$ cat src/core/port_ctrl_params.svh
// Address, bit positions and timing counts for the port controller status register.
`ifndef PORT_CTRL_PARAMS_SVH
`define PORT_CTRL_PARAMS_SVH
`define PCS_ADDR 32'h2008_8000
`define PCS_BIT_HALT 31
`define PCS_BIT_CSRC 30
`define PCS_BIT_UNLOCK 29
`define PCS_BIT_SYSRST 28
`define PCS_BIT_STSPEED 27
`define PCS_BIT_PTABSENT 26
`define PCS_BIT_STPASS 25
`define PCS_BIT_RUN 24
`define PCS_BIT_BADEVEN 23
`define PCS_BIT_LOCK 22
`define PCS_BIT_WRMEM 21
`define PCS_EV_HI 20
`define PCS_EV_LO 16
`define PCS_BIT_BADODD 15
`define PCS_BIT_PARERR 14
`define PCS_BIT_PIPE 13
`define PCS_WRMEM_DELAY 2
`define PCS_RESET_PULSE 4'hF
`endif

$ cat src/core/port_ctrl_pkg.sv
// Types shared by the port controller status register.
package port_ctrl_pkg;
  // Processor register access request.
  typedef struct packed {
    logic rd;
    logic wr;
    logic [31:0] addr;
    logic [31:0] wdata;
  } reg_req_t;
  // Bus interface transaction report.
  typedef struct packed {
    logic ack;
    logic is_mem_write;
    logic is_io_write;
  } txn_info_t;
  // Reset sequencer states.
  typedef enum logic [1:0] {
    RS_IDLE = 2'b00,
    RS_ACLO = 2'b01,
    RS_DCLO = 2'b10
  } rst_state_t;
endpackage

$ cat src/core/port_ctrl_status_register.sv
// Port controller control and status register, upper half (bits 31 to 13).
//
// Overview of operation
// - Register answers only the local processor at its private address.
// - Bit 31 shows lower key switch; attached processors read 1.
// - Bit 30 shows console source selection, logical or physical.
// - Bit 29 read-only upper key switch; attached processors read 1.
// - Setting bit 28 cycles AC-low and DC-low; DC-low clears it.
// - Bit 27 shows self-test speed selection.
// - Bit 26 shows whether a product test line is absent.
// - Bit 25 cleared by DC-low; microcode sets it after self-test passes.
// - Bit 25 low asserts bad-node and darkens LEDs; high releases, lights.
// - Bit 24 drives the panel run lamp.
// - Bit 23 forces bad even-byte parity and masks even parity errors.
// - Bit 15 forces bad odd-byte parity and masks odd parity errors.
// - Error event code sets lock bit 22, freezing bits 21 to 16.
// - Writing 1 to bit 22 releases lock; writing 0 does nothing.
// - Bit 21 sets two cycles after write acknowledge, clears on other types.
// - Write flag captured together with event code when lock sets.
// - Bits 20 to 16 follow event lines; errors latch and raise machine check.
// - Error codes are 03, 18, 19, 1A, 1C, 1D, 1E and 1F.
// - Cache parity error sets bit 14 and error output; write 1 clears.
// - Bit 13 enables bus pipeline mode.
// - I/O space writes are never pipelined.
`timescale 1ns/1ps
`include "port_ctrl_params.svh"
module port_ctrl_status_register #(
  parameter logic [3:0] RESET_PULSE = `PCS_RESET_PULSE,
  parameter int WRMEM_DELAY = `PCS_WRMEM_DELAY
) (
  // Clock and reset.
  input wire logic clock_i,
  input wire logic rst_i,
  // System DC-low from the bus, active low.
  input wire logic dc_power_low_n_i,
  // Processor private-space register access.
  input wire port_ctrl_pkg::reg_req_t req_i,
  output logic [31:0] rdata_o,
  output logic rvalid_o,
  // Panel and off-module signals.
  input wire logic panel_halt_switch_in_i,
  input wire logic panel_console_source_in_i,
  input wire logic panel_console_unlock_in_i,
  input wire logic attached_processor_i,
  input wire logic selftest_speed_in_n_i,
  input wire logic product_test_line_in_n_i,
  // Bus interface chip event lines and transaction reports.
  input wire logic [4:0] bus_event_code_i,
  input wire port_ctrl_pkg::txn_info_t txn_i,
  // Cache and branch buffer parity check results, per byte lane.
  input wire logic [3:0] cache_parity_bad_i,
  input wire logic cache_read_valid_i,
  // System reset and status outputs.
  output logic system_reset_out_n_o,
  output logic ac_power_low_n_o,
  output logic dc_power_low_n_o,
  output logic node_failed_out_n_o,
  output logic [1:0] selftest_led_o,
  output logic run_lamp_out_n_o,
  output logic force_bad_parity_even_o,
  output logic force_bad_parity_odd_o,
  output logic port_error_out_n_o,
  output logic machine_check_o,
  output logic pipeline_enable_o,
  output logic io_write_nopipe_o
);

  // Decode of an error event code.
  function automatic logic is_error_code(input logic [4:0] code);
    unique case (code)
      5'h03, 5'h18, 5'h19, 5'h1A, 5'h1C, 5'h1D, 5'h1E, 5'h1F: is_error_code = 1'b1;
      default: is_error_code = 1'b0;
    endcase
  endfunction

  logic [1:0] sw_meta_q [5];
  logic [4:0] sw_q;
  logic [4:0] sw_raw;
  logic dclo_meta_q;
  logic dclo_q;
  logic dc_clear;
  logic sysrst_q;
  logic stpass_q;
  logic run_q;
  logic bad_even_q;
  logic bad_odd_q;
  logic pipe_q;
  logic lock_q;
  logic wrmem_q;
  logic [4:0] ev_q;
  logic parerr_q;
  logic [WRMEM_DELAY-1:0] ack_pipe_q;
  logic wr_hit;
  logic rd_hit;
  logic err_now;
  logic par_now;
  logic [31:0] csr_view;
  port_ctrl_pkg::rst_state_t rst_state_q;
  logic [3:0] rst_cnt_q;

  // Only the local processor reaches this port, and only at one address.
  assign wr_hit = req_i.wr && (req_i.addr == `PCS_ADDR);
  assign rd_hit = req_i.rd && (req_i.addr == `PCS_ADDR);

  // Attached processors have no key switch wiring, so those bits force to 1.
  assign sw_raw = {panel_halt_switch_in_i | attached_processor_i,
                   panel_console_source_in_i,
                   panel_console_unlock_in_i | attached_processor_i,
                   ~selftest_speed_in_n_i,
                   ~product_test_line_in_n_i};

  // Switch inputs pass three flops before anyone reads them.
  always_ff @(posedge clock_i or posedge rst_i) begin
    if (rst_i) begin
      for (int i = 0; i < 5; i++) begin
        sw_meta_q[i] <= 2'h0;
      end
      sw_q <= 5'h00;
    end else begin
      for (int i = 0; i < 5; i++) begin
        sw_meta_q[i] <= {sw_meta_q[i][0], sw_raw[i]};
        sw_q[i] <= sw_meta_q[i][1];
      end
    end
  end

  // DC-low is synchronised; its low level clears the software state.
  always_ff @(posedge clock_i or posedge rst_i) begin
    if (rst_i) begin
      dclo_meta_q <= 1'b0;
      dclo_q <= 1'b0;
    end else begin
      dclo_meta_q <= ~dc_power_low_n_i;
      dclo_q <= dclo_meta_q;
    end
  end
  assign dc_clear = dclo_q;

  // Read/write control bits; switch bits are simply not stored, so writes miss them.
  always_ff @(posedge clock_i or posedge rst_i) begin
    if (rst_i) begin
      sysrst_q <= 1'b0;
      run_q <= 1'b0;
      bad_even_q <= 1'b0;
      bad_odd_q <= 1'b0;
      pipe_q <= 1'b0;
    end else if (dc_clear) begin
      sysrst_q <= 1'b0;
      run_q <= 1'b0;
      bad_even_q <= 1'b0;
      bad_odd_q <= 1'b0;
      pipe_q <= 1'b0;
    end else if (wr_hit) begin
      sysrst_q <= req_i.wdata[`PCS_BIT_SYSRST];
      run_q <= req_i.wdata[`PCS_BIT_RUN];
      bad_even_q <= req_i.wdata[`PCS_BIT_BADEVEN];
      bad_odd_q <= req_i.wdata[`PCS_BIT_BADODD];
      pipe_q <= req_i.wdata[`PCS_BIT_PIPE];
    end
  end

  // Self-test pass is cleared by DC-low or by writing 0; microcode sets it by writing 1.
  always_ff @(posedge clock_i or posedge rst_i) begin
    if (rst_i) begin
      stpass_q <= 1'b0;
    end else if (dc_clear) begin
      stpass_q <= 1'b0;
    end else if (wr_hit) begin
      stpass_q <= req_i.wdata[`PCS_BIT_STPASS];
    end
  end

  // System reset sequencer: drop AC-low, then DC-low, as at power-up.
  always_ff @(posedge clock_i or posedge rst_i) begin
    if (rst_i) begin
      rst_state_q <= port_ctrl_pkg::RS_IDLE;
      rst_cnt_q <= 4'h0;
    end else begin
      unique case (rst_state_q)
        port_ctrl_pkg::RS_IDLE: begin
          if (sysrst_q) begin
            rst_state_q <= port_ctrl_pkg::RS_ACLO;
            rst_cnt_q <= RESET_PULSE;
          end
        end
        port_ctrl_pkg::RS_ACLO: begin
          if (rst_cnt_q == 4'h0) begin
            rst_state_q <= port_ctrl_pkg::RS_DCLO;
            rst_cnt_q <= RESET_PULSE;
          end else begin
            rst_cnt_q <= rst_cnt_q - 4'h1;
          end
        end
        port_ctrl_pkg::RS_DCLO: begin
          // Stay until the returned DC-low has cleared the request bit.
          if (rst_cnt_q == 4'h0) begin
            if (!sysrst_q) begin
              rst_state_q <= port_ctrl_pkg::RS_IDLE;
            end
          end else begin
            rst_cnt_q <= rst_cnt_q - 4'h1;
          end
        end
        default: begin
          rst_state_q <= port_ctrl_pkg::RS_IDLE;
        end
      endcase
    end
  end

  // Memory write flag: acknowledge delayed two cycles.
  always_ff @(posedge clock_i or posedge rst_i) begin
    if (rst_i) begin
      ack_pipe_q <= '0;
    end else begin
      ack_pipe_q <= {ack_pipe_q[WRMEM_DELAY-2:0], txn_i.ack};
    end
  end

  logic [WRMEM_DELAY-1:0] kind_pipe_q;
  always_ff @(posedge clock_i or posedge rst_i) begin
    if (rst_i) begin
      kind_pipe_q <= '0;
    end else begin
      kind_pipe_q <= {kind_pipe_q[WRMEM_DELAY-2:0], txn_i.is_mem_write};
    end
  end

  assign err_now = is_error_code(bus_event_code_i) && !lock_q;

  // Event code, write flag and lock; errors are ignored while locked, so a release write always takes effect.
  always_ff @(posedge clock_i or posedge rst_i) begin
    if (rst_i) begin
      lock_q <= 1'b0;
      wrmem_q <= 1'b0;
      ev_q <= 5'h00;
    end else if (dc_clear) begin
      lock_q <= 1'b0;
      wrmem_q <= 1'b0;
      ev_q <= 5'h00;
    end else if (err_now) begin
      lock_q <= 1'b1;
      ev_q <= bus_event_code_i;
      if (ack_pipe_q[WRMEM_DELAY-1]) begin
        wrmem_q <= kind_pipe_q[WRMEM_DELAY-1];
      end
    end else if (lock_q) begin
      // Frozen; only a write of 1 releases it.
      if (wr_hit && req_i.wdata[`PCS_BIT_LOCK]) begin
        lock_q <= 1'b0;
      end
    end else begin
      ev_q <= bus_event_code_i;
      if (ack_pipe_q[WRMEM_DELAY-1]) begin
        wrmem_q <= kind_pipe_q[WRMEM_DELAY-1];
      end
    end
  end

  // Machine check pulse when the lock first sets.
  always_ff @(posedge clock_i or posedge rst_i) begin
    if (rst_i) begin
      machine_check_o <= 1'b0;
    end else begin
      machine_check_o <= err_now && !dc_clear;
    end
  end

  // Parity error on unmasked lanes; lanes 0 and 2 are even, 1 and 3 odd.
  assign par_now = cache_read_valid_i &&
                   (|(cache_parity_bad_i & {~bad_odd_q, ~bad_even_q, ~bad_odd_q, ~bad_even_q}));

  // Sticky parity error; a new error beats a write-1 clear.
  always_ff @(posedge clock_i or posedge rst_i) begin
    if (rst_i) begin
      parerr_q <= 1'b0;
    end else if (dc_clear) begin
      parerr_q <= 1'b0;
    end else if (par_now) begin
      parerr_q <= 1'b1;
    end else if (wr_hit && req_i.wdata[`PCS_BIT_PARERR]) begin
      parerr_q <= 1'b0;
    end
  end

  // Read view of the register; bits 12 to 0 belong elsewhere and read zero.
  always_comb begin
    csr_view = 32'h0000_0000;
    csr_view[`PCS_BIT_HALT] = sw_q[4];
    csr_view[`PCS_BIT_CSRC] = sw_q[3];
    csr_view[`PCS_BIT_UNLOCK] = sw_q[2];
    csr_view[`PCS_BIT_SYSRST] = sysrst_q;
    csr_view[`PCS_BIT_STSPEED] = sw_q[1];
    csr_view[`PCS_BIT_PTABSENT] = sw_q[0];
    csr_view[`PCS_BIT_STPASS] = stpass_q;
    csr_view[`PCS_BIT_RUN] = run_q;
    csr_view[`PCS_BIT_BADEVEN] = bad_even_q;
    csr_view[`PCS_BIT_LOCK] = lock_q;
    csr_view[`PCS_BIT_WRMEM] = wrmem_q;
    csr_view[`PCS_EV_HI:`PCS_EV_LO] = ev_q;
    csr_view[`PCS_BIT_BADODD] = bad_odd_q;
    csr_view[`PCS_BIT_PARERR] = parerr_q;
    csr_view[`PCS_BIT_PIPE] = pipe_q;
  end

  // Read answer one cycle after the request; misses return zero.
  always_ff @(posedge clock_i or posedge rst_i) begin
    if (rst_i) begin
      rdata_o <= 32'h0000_0000;
      rvalid_o <= 1'b0;
    end else begin
      rvalid_o <= req_i.rd;
      rdata_o <= rd_hit ? csr_view : 32'h0000_0000;
    end
  end

  // Registered pin drivers.
  always_ff @(posedge clock_i or posedge rst_i) begin
    if (rst_i) begin
      system_reset_out_n_o <= 1'b1;
      ac_power_low_n_o <= 1'b1;
      dc_power_low_n_o <= 1'b1;
      node_failed_out_n_o <= 1'b0;
      selftest_led_o <= 2'h0;
      run_lamp_out_n_o <= 1'b1;
      force_bad_parity_even_o <= 1'b0;
      force_bad_parity_odd_o <= 1'b0;
      port_error_out_n_o <= 1'b1;
      pipeline_enable_o <= 1'b0;
      io_write_nopipe_o <= 1'b0;
    end else begin
      system_reset_out_n_o <= ~sysrst_q;
      ac_power_low_n_o <= (rst_state_q != port_ctrl_pkg::RS_ACLO) &&
                          (rst_state_q != port_ctrl_pkg::RS_DCLO);
      dc_power_low_n_o <= (rst_state_q != port_ctrl_pkg::RS_DCLO);
      node_failed_out_n_o <= stpass_q;
      selftest_led_o <= {2{stpass_q}};
      run_lamp_out_n_o <= ~run_q;
      force_bad_parity_even_o <= bad_even_q;
      force_bad_parity_odd_o <= bad_odd_q;
      port_error_out_n_o <= ~(par_now && !dc_clear);
      pipeline_enable_o <= pipe_q && !txn_i.is_io_write;
      io_write_nopipe_o <= txn_i.is_io_write;
    end
  end

endmodule

$ cat config.mk
export PLATFORM = sky130hd
export DESIGN_NAME = port_ctrl_status_register
export DESIGN_NICKNAME = d
export VERILOG_FILES = /design/src/core/port_ctrl_pkg.sv /design/src/core/port_ctrl_status_register.sv
export VERILOG_INCLUDE_DIRS = /design/src /design/src/core
export SDC_FILE = /design/constraint.sdc
export NUM_CORES = 1
export LEC_CHECK = 0
export ABC_AREA = 1
export ABC_CLOCK_PERIOD_IN_PS = 3300
export BUFFER_PORTS_ARGS = -buffer_cell sky130_fd_sc_hd__buf_2
export CELL_PAD_IN_SITES_DETAIL_PLACEMENT = 1
export CELL_PAD_IN_SITES_GLOBAL_PLACEMENT = 2
export CORE_MARGIN = 10
export CORE_UTILIZATION = 29
export DETAILED_ROUTE_END_ITERATION = 10
export GPL_ROUTABILITY_DRIVEN = 0
export PLACE_DENSITY = 0.95
export SLEW_MARGIN = 30
export SYNTH_ARGS = -nofsm -noshare
export SYNTH_HDL_FRONTEND = slang
export SYNTH_SLANG_ARGS = --single-unit
$ cat constraint.sdc
create_clock -name clock_i -period 3.3 [get_ports clock_i]
set_clock_uncertainty 0.1 [all_clocks]
set_input_delay 0.165 -clock clock_i [delete_from_list [all_inputs] [get_ports clock_i]]
set_output_delay 0.165 -clock clock_i [all_outputs]
set_load 0.02 [all_outputs]
# After elaboration in Yosys (flattened, before gate mapping)

Memories as Yosys holds them, arrays and structs flattened.
Index checks and enable logic that the tools add are counted.

Flip-flop bits (word level): 86
Bits in read-only memories: 32
Input port bits: 88
Output and inout port bits: 46
Word-level logic and storage cells: 117
Memories kept: 1

$add $sub $neg: 1
Equality and inequality tests: 11
Multiplexer cells: 36
Bitwise gates (word level): 11
Reduce and logical (&&, ||, !) cells: 21

Memory list:

| name             | depth | width | rd ports | clocked after Yosys merged registers in | write ports | line                            | source |
|---|---|---|---|---|---|---|---|
| (name not given) | 32    | 1     | 1        | 0                                       | 0           | port_ctrl_status_register.sv:70 | `unique case (code)` |

Operator list:

| cell                 | number |
|---|---|
| $eq 32x30->1 const B | 1 |
| $mux 32              | 1 |
| $mux 1               | 23 |
| $mux 5               | 3 |
| $mux 4               | 3 |
| $ne 2x2->1 const B   | 6 |
| $pmux 4 s3           | 1 |
| $logic_and 1x1->1    | 10 |
| $mux 2               | 4 |
| $not 1->1            | 8 |
| $pmux 2 s3           | 1 |
| $reduce_bool 3->1    | 2 |
| $and 4x4->4          | 1 |
| $logic_not 4->1      | 1 |
| $reduce_and 4->1     | 1 |
| $reduce_or 4->1      | 1 |
| $sub 4x1->4 const B  | 1 |
| $logic_not 1->1      | 3 |
| $ne 3x2->1 const B   | 1 |
| $reduce_and 3->1     | 1 |
| $eq 2x1->1 const B   | 1 |
| $eq 2x2->1 const B   | 1 |
| $logic_not 2->1      | 1 |
| $ne 2x1->1 const B   | 1 |
| other kinds (2)      | 3 |

# Logic depth before layout (Yosys ltp)

Gate-level depths: netlist of run 1.

Word-level depth: 7
Mapped depth: 9

# Least setup slack after synthesis of run 1

OpenSTA, ideal clock, no wires.

Path type: register to register
From: register rst_state_q[0]
To: register rst_cnt_q[3]
Setup time: 0.122 ns
Arrival: 1.317 ns
Setup slack: 1.760 ns
Cell stages (with the launch flop): 9
Cells stage by stage: dfrtp_1 > inv_1 > ha_1 > nor2_1 > a21oi_1 > o21ai_1 > inv_1 > nand2_1 > o21ai_1

Word-level cells in the longest chain between the ends: 3
Elaborated cells between the ends (all ways): 8

Ends and longest elaborated chain:

| item                                                      | line                             | source |
|---|---|---|
| start, declared                                           | port_ctrl_status_register.sv:98  | `port_ctrl_pkg::rst_state_t rst_state_q;` |
| start signal, assigned                                    | port_ctrl_status_register.sv:176 | `rst_state_q <= port_ctrl_pkg::RS_IDLE;` |
| start signal, assigned                                    | port_ctrl_status_register.sv:182 | `rst_state_q <= port_ctrl_pkg::RS_ACLO;` |
| start signal, assigned                                    | port_ctrl_status_register.sv:188 | `rst_state_q <= port_ctrl_pkg::RS_DCLO;` |
| $eq 2x2->1 (tied with other cells)                        | port_ctrl_status_register.sv:179 | `unique case (rst_state_q)` |
| $ne 2x2->1 (no line) or $reduce_bool 3->1 (tied branches) | --                               |  |
| $reduce_and 3->1 (no line)                                | --                               |  |
| end signal, assigned                                      | port_ctrl_status_register.sv:191 | `rst_cnt_q <= rst_cnt_q - 4'h1;` |
| end signal, assigned                                      | port_ctrl_status_register.sv:201 | `rst_cnt_q <= rst_cnt_q - 4'h1;` |
| end, declared                                             | port_ctrl_status_register.sv:99  | `logic [3:0] rst_cnt_q;` |

Parallel ways exist; a longest one is shown, timed or not.
A chain may end at the register's enable or synchronous reset.

# Worst setup path after layout of run 1

Ends and elaborated chain as after synthesis.

==> run summary, run 1 <==
Status - complete, no violations
Initial antenna violation count - 0
Hold crit path type - primary input to flip-flop
Power Density - 458 nW/um^2
Clk root buf - clkbuf_8
CTS clk-pin slew, worst paths - 80 ps
Post-layout min period - 1850 ps
Slew @ Worst Pin - 782 ps
Layout cells sized above 1 - 33.6%
Post-synth top cells - dfrtp_1 (67), inv_1 (45), nor2_1 (38)
Worst path cell trace - inv_1, ha_1, nor2_1, a21oi_1, o21ai_1, inv_1, nand2_1, o21ai_1
Mapped Avg Cell Area - 10.5 um^2
Initial DRC Count - 65
Core Area - 9640 um^2
Critical path type - flip-flop to flip-flop
Worst-Skew Late Latency - 340 ps
Slowest CP cell - dfrtp_1
CP delay by family, top - compound AO/OA/AOI/OAI gates
N_diodes - 0
Max frequency - 540 MHz
Congestion Overflow GR - 0
#FFs+latches synth - 72
DP Worst Slack - 1460 ps
Post-DRT Antenna Nets - 0
Final setup fails - 0
Top post-synthesis cells by area - dfrtp_1 (59%), inv_1 (5.9%), nor2_1 (5.0%), dfstp_2 (4.6%), buf_4 (4.0%)
Overall Power - 1.76 mW
Total GRT Usage - 11.0%
Most common cell in the netlist - dfrtp_1
Final setup TNS - 0 ps
Slew Limit Headroom - 47.8%
Peak supply drop - 0.159 mV
RSZ-0062 raised after global routing - false
Placed Area - 3410 um^2
WP data arrival - 1980 ps
Post-synth top area share - 59.0%
Static Leak - 2.05 nW
Post-cts sizing count - 0
Final-stage net count - 489
Drt pass-1 iters - 4
Non-filler cells in the finished layout - 535
Total Wirelength - 7.64 mm
DR WL/cell - 14.3 um
Mapped Cells - 271
Largest net degree at the start of global routing - 39
Post-CTS Setup Repair Bufs - 0
Tcrit/Tclk final - 56.1%
# hold bufs at CTS - 23
Synth Cell Area - 2840 um^2
DRC - 0
CTS tree - built
Final Core Density - 39.9%
Chip width - 119 um
FFs w/ async S/R, synth - 100%
WP buf/inv - 2
Placed cells - 496
DP Wirelength - 5.80 mm
Die height - 119 um
# port buffers - 96
Worst setup EP type - flip-flop
CP max FO - 7
Longest Clk Path Bufs - 2
Via Count - 2209
Rows - 36
Initial Utilization - 29.5%
Sink Count - 72
Drt via density - 4.13
Yosys Warn Count - 0
CP peak stage delay - 390 ps
Min setup slack post-route - 1450 ps
Post-synthesis sequential area ratio - 63.6%
Final hold violations - 0
Filler cells - 1125
Ports - 134
Post-synth EDFFs - 0
Die area - 14200 um^2
Worst path required time - 3430 ps
First-pass GRT wire length - 12.6 mm
Setup crit start kind - flip-flop
H-tree levels - 3
Netlist cell types - 25
Vias in the first global route - 2678
Final Max Slew Viols - 0
Ys flop type - dfrtp_1
Fin area - 3840 um^2
Hold slack - 22.7 ps
Cell accounting for the most synthesized area - dfrtp_1
Clock buffer count from CTS - 9
Max-cap violations - 0
Area Overhead vs Synth - 35.3%
[worst register-to-register path, stage by stage, from the launching register on]
cell     delay (ps)
dfrtp_1         390
inv_1            80
ha_1            240
nor2_1          300
a21oi_1         110
o21ai_1         280
inv_1           110
nand2_1          80
o21ai_1          60
[where the power goes]
part           switching [mW]  internal, mW
Sequential            0.00713         0.907
Clock                   0.349         0.356
Combinational          0.0840        0.0604
Total                   0.440          1.32
[sequential cells by signal, indices dropped and copies added, names as in the netlist, 2 cells and up]
register	count
sw_meta_q	10
kind_pipe_q	2
rdata_o	19
ev_q	5
rst_state_q	2
rst_cnt_q	4
sw_q	5
ack_pipe_q	2
[cells by family (layout without fill, tap and decap cells)]
kind of cell / Yosys count / in the layout / synth area share (%)
fa+ha+maj: 4 / 4 / 1.76
buf+inv: 64 / 183 / 10.8
simple gates: 105 / 105 / 18.9
compound gates: 25 / 25 / 4.71
other cells: 1 / 13 / 0.132
flops: 72 / 72 / 63.6
[cell usage in the layout (no fill, tap or decap)]
master	netlist	layout
buf_2	0	96
dfrtp_1	67	67
inv_1	45	44
nor2_1	38	38
nand2_1	30	30
dlygate4sd3_1	0	23
conb_1	1	13
nand3_1	12	12
o21ai_0	11	11
nor2_4	10	10
clkbuf_8	0	9
nand4_1	8	8
a21oi_1	6	6
dfstp_2	5	5
o22ai_1	4	4
ha_1	4	4
or2_2	2	2
nor3_1	2	2
o21ai_1	2	2
inv_6	0	2
clkinv_4	0	2
buf_4	15	2
nand2_2	1	1
nor2_8	1	1
nand2_4	1	1
inv_2	0	1
a211oi_1	1	1
clkinv_1	1	1
a31oi_1	1	1
clkinv_2	0	1
bufinv_16	0	1
clkinvlp_4	0	1
[path summary, 6_finish.rpt]
path / endpoint / slack, ps / from / cells after the start
setup / recovery: rst_cnt_q[3]$_DFFE_PP0P_ / 1450 / rst_state_q[0]$_DFFE_PP0P_ / 8
hold / removal: run_q$_DFFE_PP0P_ / 20 / req_i[24] / 3
setup reg to reg: rst_cnt_q[3]$_DFFE_PP0P_ / 1450 / rst_state_q[0]$_DFFE_PP0P_ / 8
hold reg to reg: ack_pipe_q[1]$_DFF_PP0_ / 250 / ack_pipe_q[0]$_DFF_PP0_ / 0
max in group asynchronous: port_error_out_n_o$_DFF_PP1_ / 1850 / rst_i / 4
min in group asynchronous: rdata_o[27]$_DFF_PP0_ / 420 / rst_i / 3
[layout make-up]
| type | count | area (um^2) | share of cell area, % |
|---|---|---|---|
| tap | 133 | 166 | 4.33 |
| inverter | 46 | 173 | 4.49 |
| multi-input combinational | 147 | 771 | 20.0 |
| sequential | 72 | 1810 | 47.0 |
| clock inverter | 7 | 77.6 | 2.02 |
| timing repair buffer | 121 | 726 | 18.9 |
| clock buffer | 9 | 124 | 3.22 |
[routing by layer]
layer | vias up | part of all wire [%] | GRT usage [%]
met5 | - | 0 | 0
met4 | 0 | 1.4 | 4.58
met3 | 7 | 8.0 | 4.77
met2 | 98 | 47 | 17.6
met1 | 1047 | 44 | 12.5
li1 | 1057 | - | -
Power figures use the tool's default switching activity.
==> inputs of run 2 (changes only) <==
--- a/config.mk
+++ b/config.mk
@@ -7,15 +7,15 @@
 export NUM_CORES = 1
 export LEC_CHECK = 0
 export ABC_AREA = 1
-export ABC_CLOCK_PERIOD_IN_PS = 3300
+export ABC_CLOCK_PERIOD_IN_PS = 1800
 export BUFFER_PORTS_ARGS = -buffer_cell sky130_fd_sc_hd__buf_2
 export CELL_PAD_IN_SITES_DETAIL_PLACEMENT = 1
 export CELL_PAD_IN_SITES_GLOBAL_PLACEMENT = 2
 export CORE_MARGIN = 10
-export CORE_UTILIZATION = 29
+export CORE_UTILIZATION = 27
 export DETAILED_ROUTE_END_ITERATION = 10
 export GPL_ROUTABILITY_DRIVEN = 0
-export PLACE_DENSITY = 0.95
+export PLACE_DENSITY = 0.9
 export SLEW_MARGIN = 30
 export SYNTH_ARGS = -nofsm -noshare
 export SYNTH_HDL_FRONTEND = slang
==> constraint.sdc (replaced) <==
create_clock -name clock_i -period 1.8 [get_ports clock_i]
set_clock_uncertainty 0.1 [all_clocks]
set_input_delay 0.09 -clock clock_i [delete_from_list [all_inputs] [get_ports clock_i]]
set_output_delay 0.09 -clock clock_i [all_outputs]
set_load 0.02 [all_outputs]
==> run 2 against run 1 <==
Effect of this change: clock power up 110%; routed wire length down 0.10%; non-clock buffer count up 7; hold slack better by 38 ps; flip-flop and latch count unchanged; cell area up 3.3%; final cell count up 1.9%; combinational power up 94%; sequential share of layout area down 1.5 points; worst setup slack worse by 1200 ps.
==> run summary, run 2 (synthesis results as in run 1) <==
Status - complete, no violations
CP peak stage delay - 580 ps
Initial DRC Count - 96
CP max FO - 8
Longest Clk Path Bufs - 2
Drt pass-1 iters - 4
Total Wirelength - 7.63 mm
N_diodes - 0
Rows - 37
Total GRT Usage - 10.4%
Drt via density - 4.08
Initial antenna violation count - 0
Worst-Skew Late Latency - 340 ps
Tcrit/Tclk final - 87.8%
H-tree levels - 3
Most frequent cells in the layout - buf_2 (96), dfrtp_1 (67), inv_1 (44)
First-pass GRT wire length - 12.3 mm
Post-layout min period - 1580 ps
Max-cap violations - 0
RSZ-0062 raised after global routing - false
Area Overhead vs Synth - 39.8%
CTS clk-pin slew, worst paths - 80 ps
Core Area - 10300 um^2
DR WL/cell - 14.0 um
DP Wirelength - 5.62 mm
Die height - 123 um
Via Count - 2221
Largest net degree at the start of global routing - 73
Layout cells sized above 1 - 33.3%
Final Core Density - 38.6%
Critical path type - flip-flop to flip-flop
Peak supply drop - 0.308 mV
Hold crit path type - primary input to flip-flop
Sink Count - 72
Final setup fails - 0
CTS tree - built
WP data arrival - 1760 ps
Max FFs per register - 19
Setup crit start kind - flip-flop
Die area - 15000 um^2
Vias in the first global route - 2562
Clock buffer count from CTS - 9
Static Leak - 2.10 nW
Power Density - 873 nW/um^2
Slowest CP cell - dlygate4sd3_1
Ports - 134
Worst path cell trace - inv_1, nand3_1, dlygate4sd3_1
Max frequency - 633 MHz
Chip width - 123 um
Final setup TNS - 0 ps
Final-stage net count - 496
# port buffers - 96
Congestion Overflow GR - 0
Final Max Slew Viols - 0
Commonest non-fill, non-tap cell in the layout - buf_2
Worst setup EP type - flip-flop
Initial Utilization - 27.6%
Largest registers - rdata_o (19), sw_meta_q (10)
Clk root buf - clkbuf_8
Final hold violations - 0
DRC - 0
Post-DRT Antenna Nets - 0
Largest reg by FF count - rdata_o
Worst path required time - 1980 ps
## run 2: power breakdown
group	total [mW]	internal, mW	switching, mW
Combinational	0.279	0.123	0.156
Clock	1.51	0.919	0.595
Sequential	1.68	1.66	0.0129
Total	3.47	2.70	0.763
## run 2: layout make-up
| class | count | area, um^2 |
|---|---|---|
| clock buffers | 10 | 128 |
| clock inverters | 6 | 109 |
| fillers | 1205 | 6310 |
| inverters | 46 | 176 |
| multi-input cells | 147 | 774 |
| flip-flops and latches | 72 | 1810 |
| well taps | 136 | 170 |
| repair buffers | 128 | 806 |
## run 2: timing repair
action,4_1_cts,5_1_grt
hold buffers,29,0
resized for setup,0,1
endpoints found under the hold margin,93,0
buffers inserted,0,0
setup endpoints to repair,0,2
## run 2: per-stage QoR
step / setup slack, ps / std cells / hold slack (ps) / total power [mW] / cell area, um^2
floorplan: 260 / 283 / 21.4 / 1.85 / 2890
global placement: 192 / 500 / 99.1 / 1.93 / 3440
detailed placement: 124 / 500 / 101 / 1.94 / 3440
CTS: 114 / 545 / 53.9 / 3.53 / 3970
global route: 45.7 / 545 / 111 / 3.63 / 3970
finish: 219 / 545 / 60.4 / 3.47 / 3970
## run 2: worst paths after layout
check / from / endpoint / slack, ps / depth (start not counted)
max: dc_clear$_DFF_PP0_ / port_error_out_n_o$_DFF_PP1_ / 220 / 3
min: cache_parity_bad_i[3] / parerr_q$_DFFE_PP0P_ / 60 / 5
max reg2reg: dc_clear$_DFF_PP0_ / port_error_out_n_o$_DFF_PP1_ / 220 / 3
min reg2reg: sw_meta_q[6]$_DFF_PP0_ / sw_meta_q[7]$_DFF_PP0_ / 250 / 0
max in group asynchronous: rst_i / port_error_out_n_o$_DFF_PP1_ / 980 / 4
min in group asynchronous: rst_i / rdata_o[25]$_DFF_PP0_ / 310 / 4
## run 2: routing by layer
metal | global-route usage, % | up-vias | part of all wire, % | wire length, um
met1 | 10.8 | 1045 | 39 | 2940
met5 | 0 | - | 0 | 0
met4 | 4.79 | 0 | 2.0 | 151
li1 | - | 1068 | - | -
met2 | 17.9 | 96 | 49 | 3770
met3 | 4.73 | 12 | 10 | 765
## run 2: worst max-delay path: cells and delay by family (launching register included)
family                 cells  cell delay [ps]
buffers and inverters      2              840
flip-flops                 1              430
AND/OR/NAND/NOR            1              150
==> inputs of run 3 (changes only) <==
--- a/config.mk
+++ b/config.mk
@@ -6,16 +6,15 @@
 export SDC_FILE = /design/constraint.sdc
 export NUM_CORES = 1
 export LEC_CHECK = 0
-export ABC_AREA = 1
 export ABC_CLOCK_PERIOD_IN_PS = 1800
 export BUFFER_PORTS_ARGS = -buffer_cell sky130_fd_sc_hd__buf_2
 export CELL_PAD_IN_SITES_DETAIL_PLACEMENT = 1
 export CELL_PAD_IN_SITES_GLOBAL_PLACEMENT = 2
 export CORE_MARGIN = 10
-export CORE_UTILIZATION = 27
+export CORE_UTILIZATION = 28
 export DETAILED_ROUTE_END_ITERATION = 10
 export GPL_ROUTABILITY_DRIVEN = 0
-export PLACE_DENSITY = 0.9
+export PLACE_DENSITY = 0.88
 export SLEW_MARGIN = 30
 export SYNTH_ARGS = -nofsm -noshare
 export SYNTH_HDL_FRONTEND = slang
==> run 3 against run 2 <==
Effect of this change: total power increased by 1.2%; critical path type unchanged; non-clock buffer count increased by 10; register-to-register slack got worse by 180 ps; highest routed layer unchanged; largest power group unchanged; sequential share of layout area decreased by 1.6 points; global-route usage increased by 0.29 points; worst setup slack got worse by 180 ps; cell area increased by 3.7%.
==> run summary, run 3 <==
Worst path cell trace - inv_1, ha_2, nor3_4, a211oi_4, a311o_1, a22o_1
Min setup slack post-route - 43.5 ps
Clk root buf - clkbuf_8
Netlist cell types - 45
Worst-Skew Late Latency - 340 ps
Final-stage net count - 451
CP peak stage delay - 350 ps
H-tree levels - 3
Rows - 36
DR WL/cell - 15.4 um
Drt via density - 4.24
Worst r2r path cells - 6
Final setup fails - 0
Max frequency - 569 MHz
Initial antenna violation count - 0
DP Worst Slack - -72.8 ps
Total Wirelength - 7.64 mm
Placed Area - 3530 um^2
Initial DRC Count - 151
CTS tree - built
CTS clk-pin slew, worst paths - 80 ps
Largest registers - rdata_o (19), sw_meta_q (10)
Setup crit start kind - flip-flop
Core Area - 9860 um^2
Critical path type - flip-flop to flip-flop
Final Max Slew Viols - 0
Die height - 121 um
Sink Count - 72
Post-synth EDFFs - 0
CP delay by family, top - compound AO/OA/AOI/OAI gates
Worst hold path cell count - 3
Multi-input gate area - 963 um^2
Mapped Cells - 218
DRC - 0
Clock buffer count from CTS - 9
Instance count on the critical path - 6
Final hold violations - 0
Post-layout min period - 1760 ps
Slowest CP cell - dfrtp_1
Cell accounting for the most synthesized area - dfrtp_1
Post-synthesis sequential area ratio - 63.4%
Die area - 14600 um^2
Power Density - 852 nW/um^2
Largest reg by FF count - rdata_o
First-pass GRT wire length - 12.6 mm
#FFs+latches synth - 72
Reg2Reg Setup Slack - 40 ps
Filler cells - 1077
Mapped Avg Cell Area - 13.1 um^2
Status - complete, no violations
Worst hold endpoint - parerr_q$_DFFE_PP0P_
Static Leak - 2.03 nW
CP max FO - 6
Post-synth top cells - dfrtp_1 (67), and2_1 (17), buf_4 (15)
Most common cell in the netlist - dfrtp_1
Commonest non-fill, non-tap cell in the layout - buf_2
Area Overhead vs Synth - 44.4%
Sequential standard cell area - 1810 um^2
Top post-synthesis cells by area - dfrtp_1 (59%), dfstp_2 (4.6%), mux2i_1 (4.2%), buf_4 (3.9%), and2_1 (3.7%)
Via Count - 2106
Layout cells sized above 1 - 42.9%
Post-synth top area share - 58.8%
DP Wirelength - 5.57 mm
Synth Cell Area - 2850 um^2
WP data arrival - 1890 ps
Total GRT Usage - 10.7%
RSZ-0062 raised after global routing - true
Fin area - 4120 um^2
Largest net degree at the start of global routing - 43
Chip width - 121 um
Worst path required time - 1930 ps
Ys flop type - dfrtp_1
Reg2Reg Launch Point - rst_state_q[0]$_DFFE_PP0P_
Drt pass-1 iters - 4
Peak supply drop - 0.286 mV
Ports - 134
Tcrit/Tclk final - 97.6%
Max-cap violations - 0
Hold crit path type - primary input to flip-flop
RR Endpoint - rst_cnt_q[3]$_DFFE_PP0P_
Vias in the first global route - 2551
Hold_sp - cache_read_valid_i
FFs w/ async S/R, synth - 100%
Yosys Warn Count - 0
Hold slack - 50.5 ps
Initial Utilization - 28.9%
Post-DRT Antenna Nets - 0
N_diodes - 0
Slew @ Worst Pin - 621 ps
Congestion Overflow GR - 0
Most frequent cells in the layout - buf_2 (96), dfrtp_1 (67), dlygate4sd3_1 (26)
Worst setup EP type - flip-flop
Max FFs per register - 19
# port buffers - 96
WP buf/inv - 1
Slew Limit Headroom - 58.6%
Longest Clk Path Bufs - 2
run 3: cell families (layout without fill, tap and decap cells):
group	after synthesis	after routing	synth area share [%]
other	1	13	0.131
DFF	72	72	63.4
muxes	12	12	4.21
AOI/OAI and AO/OA	22	22	6.23
and+or+nand+nor	73	73	17.8
adders and majority gates	4	4	1.75
buffers and inverters	34	168	6.54
run 3: per-layer routing:
| metal | part of all wire (%) | track usage, % | vias up |
|---|---|---|---|
| li1 | - | - | 985 |
| met1 | 39 | 11.2 | 1025 |
| met2 | 51 | 18.8 | 87 |
| met3 | 8.9 | 4.93 | 9 |
| met4 | 1.4 | 3.24 | 0 |
| met5 | 0 | 0 | - |
run 3: repair_timing:
item                                    4_1_cts  5_1_grt
hold endpoints to repair                     94        0
pin swaps                                     0        3
buffers inserted                              0        4
resized for setup                             7        5
hold buffers                                 26        0
endpoints found under the setup margin        4        5
run 3: metrics by stage:
step	power [mW]	setup TNS, ps	std cells	util (%)
4_1_cts	3.57	0	493	41.3
3_3_place_gp	1.91	0	451	35.8
6_report	3.51	0	497	41.8
5_1_grt	3.68	-170	497	41.8
2_1_floorplan	1.83	0	230	-
3_5_place_dp	1.92	-91.5	451	35.8
run 3: worst max-delay path by stage:
stage / from / slack [ps] / end
2_1_floorplan: rst_state_q[0]$_DFFE_PP0P_ / 50 / rst_cnt_q[3]$_DFFE_PP0P_
3_3_place_gp: rst_state_q[0]$_DFFE_PP0P_ / 30 / rst_cnt_q[2]$_DFFE_PP0P_
3_5_place_dp: rst_state_q[0]$_DFFE_PP0P_ / -70 / rst_cnt_q[2]$_DFFE_PP0P_
4_1_cts: rst_cnt_q[0]$_DFFE_PP0P_ / 7 / rst_cnt_q[3]$_DFFE_PP0P_
5_1_grt: rst_state_q[0]$_DFFE_PP0P_ / -50 / rst_cnt_q[3]$_DFFE_PP0P_
6_report: rst_state_q[0]$_DFFE_PP0P_ / 40 / rst_cnt_q[3]$_DFFE_PP0P_
run 3: area by class of cell:
type	count	share of cell area (%)
Clock buffer	10	3.34
Clock inverter	6	2.79
Inverter	14	1.37
Multi-Input combinational cell	124	23.4
Sequential cell	72	43.9
Tap cell	133	4.04
Timing Repair Buffer	138	21.2
run 3: worst reg2reg max path: cells and delay by family (launching register included):
family | cells | cell delay, ps
compound gates | 3 | 590
flops | 1 | 350
fa+ha+maj | 1 | 250
simple gates | 1 | 250
buf+inv | 1 | 100
run 3: power breakdown:
part	internal (mW)	switching (mW)
clock	0.966	0.616
combinational	0.123	0.122
sequential	1.66	0.0248
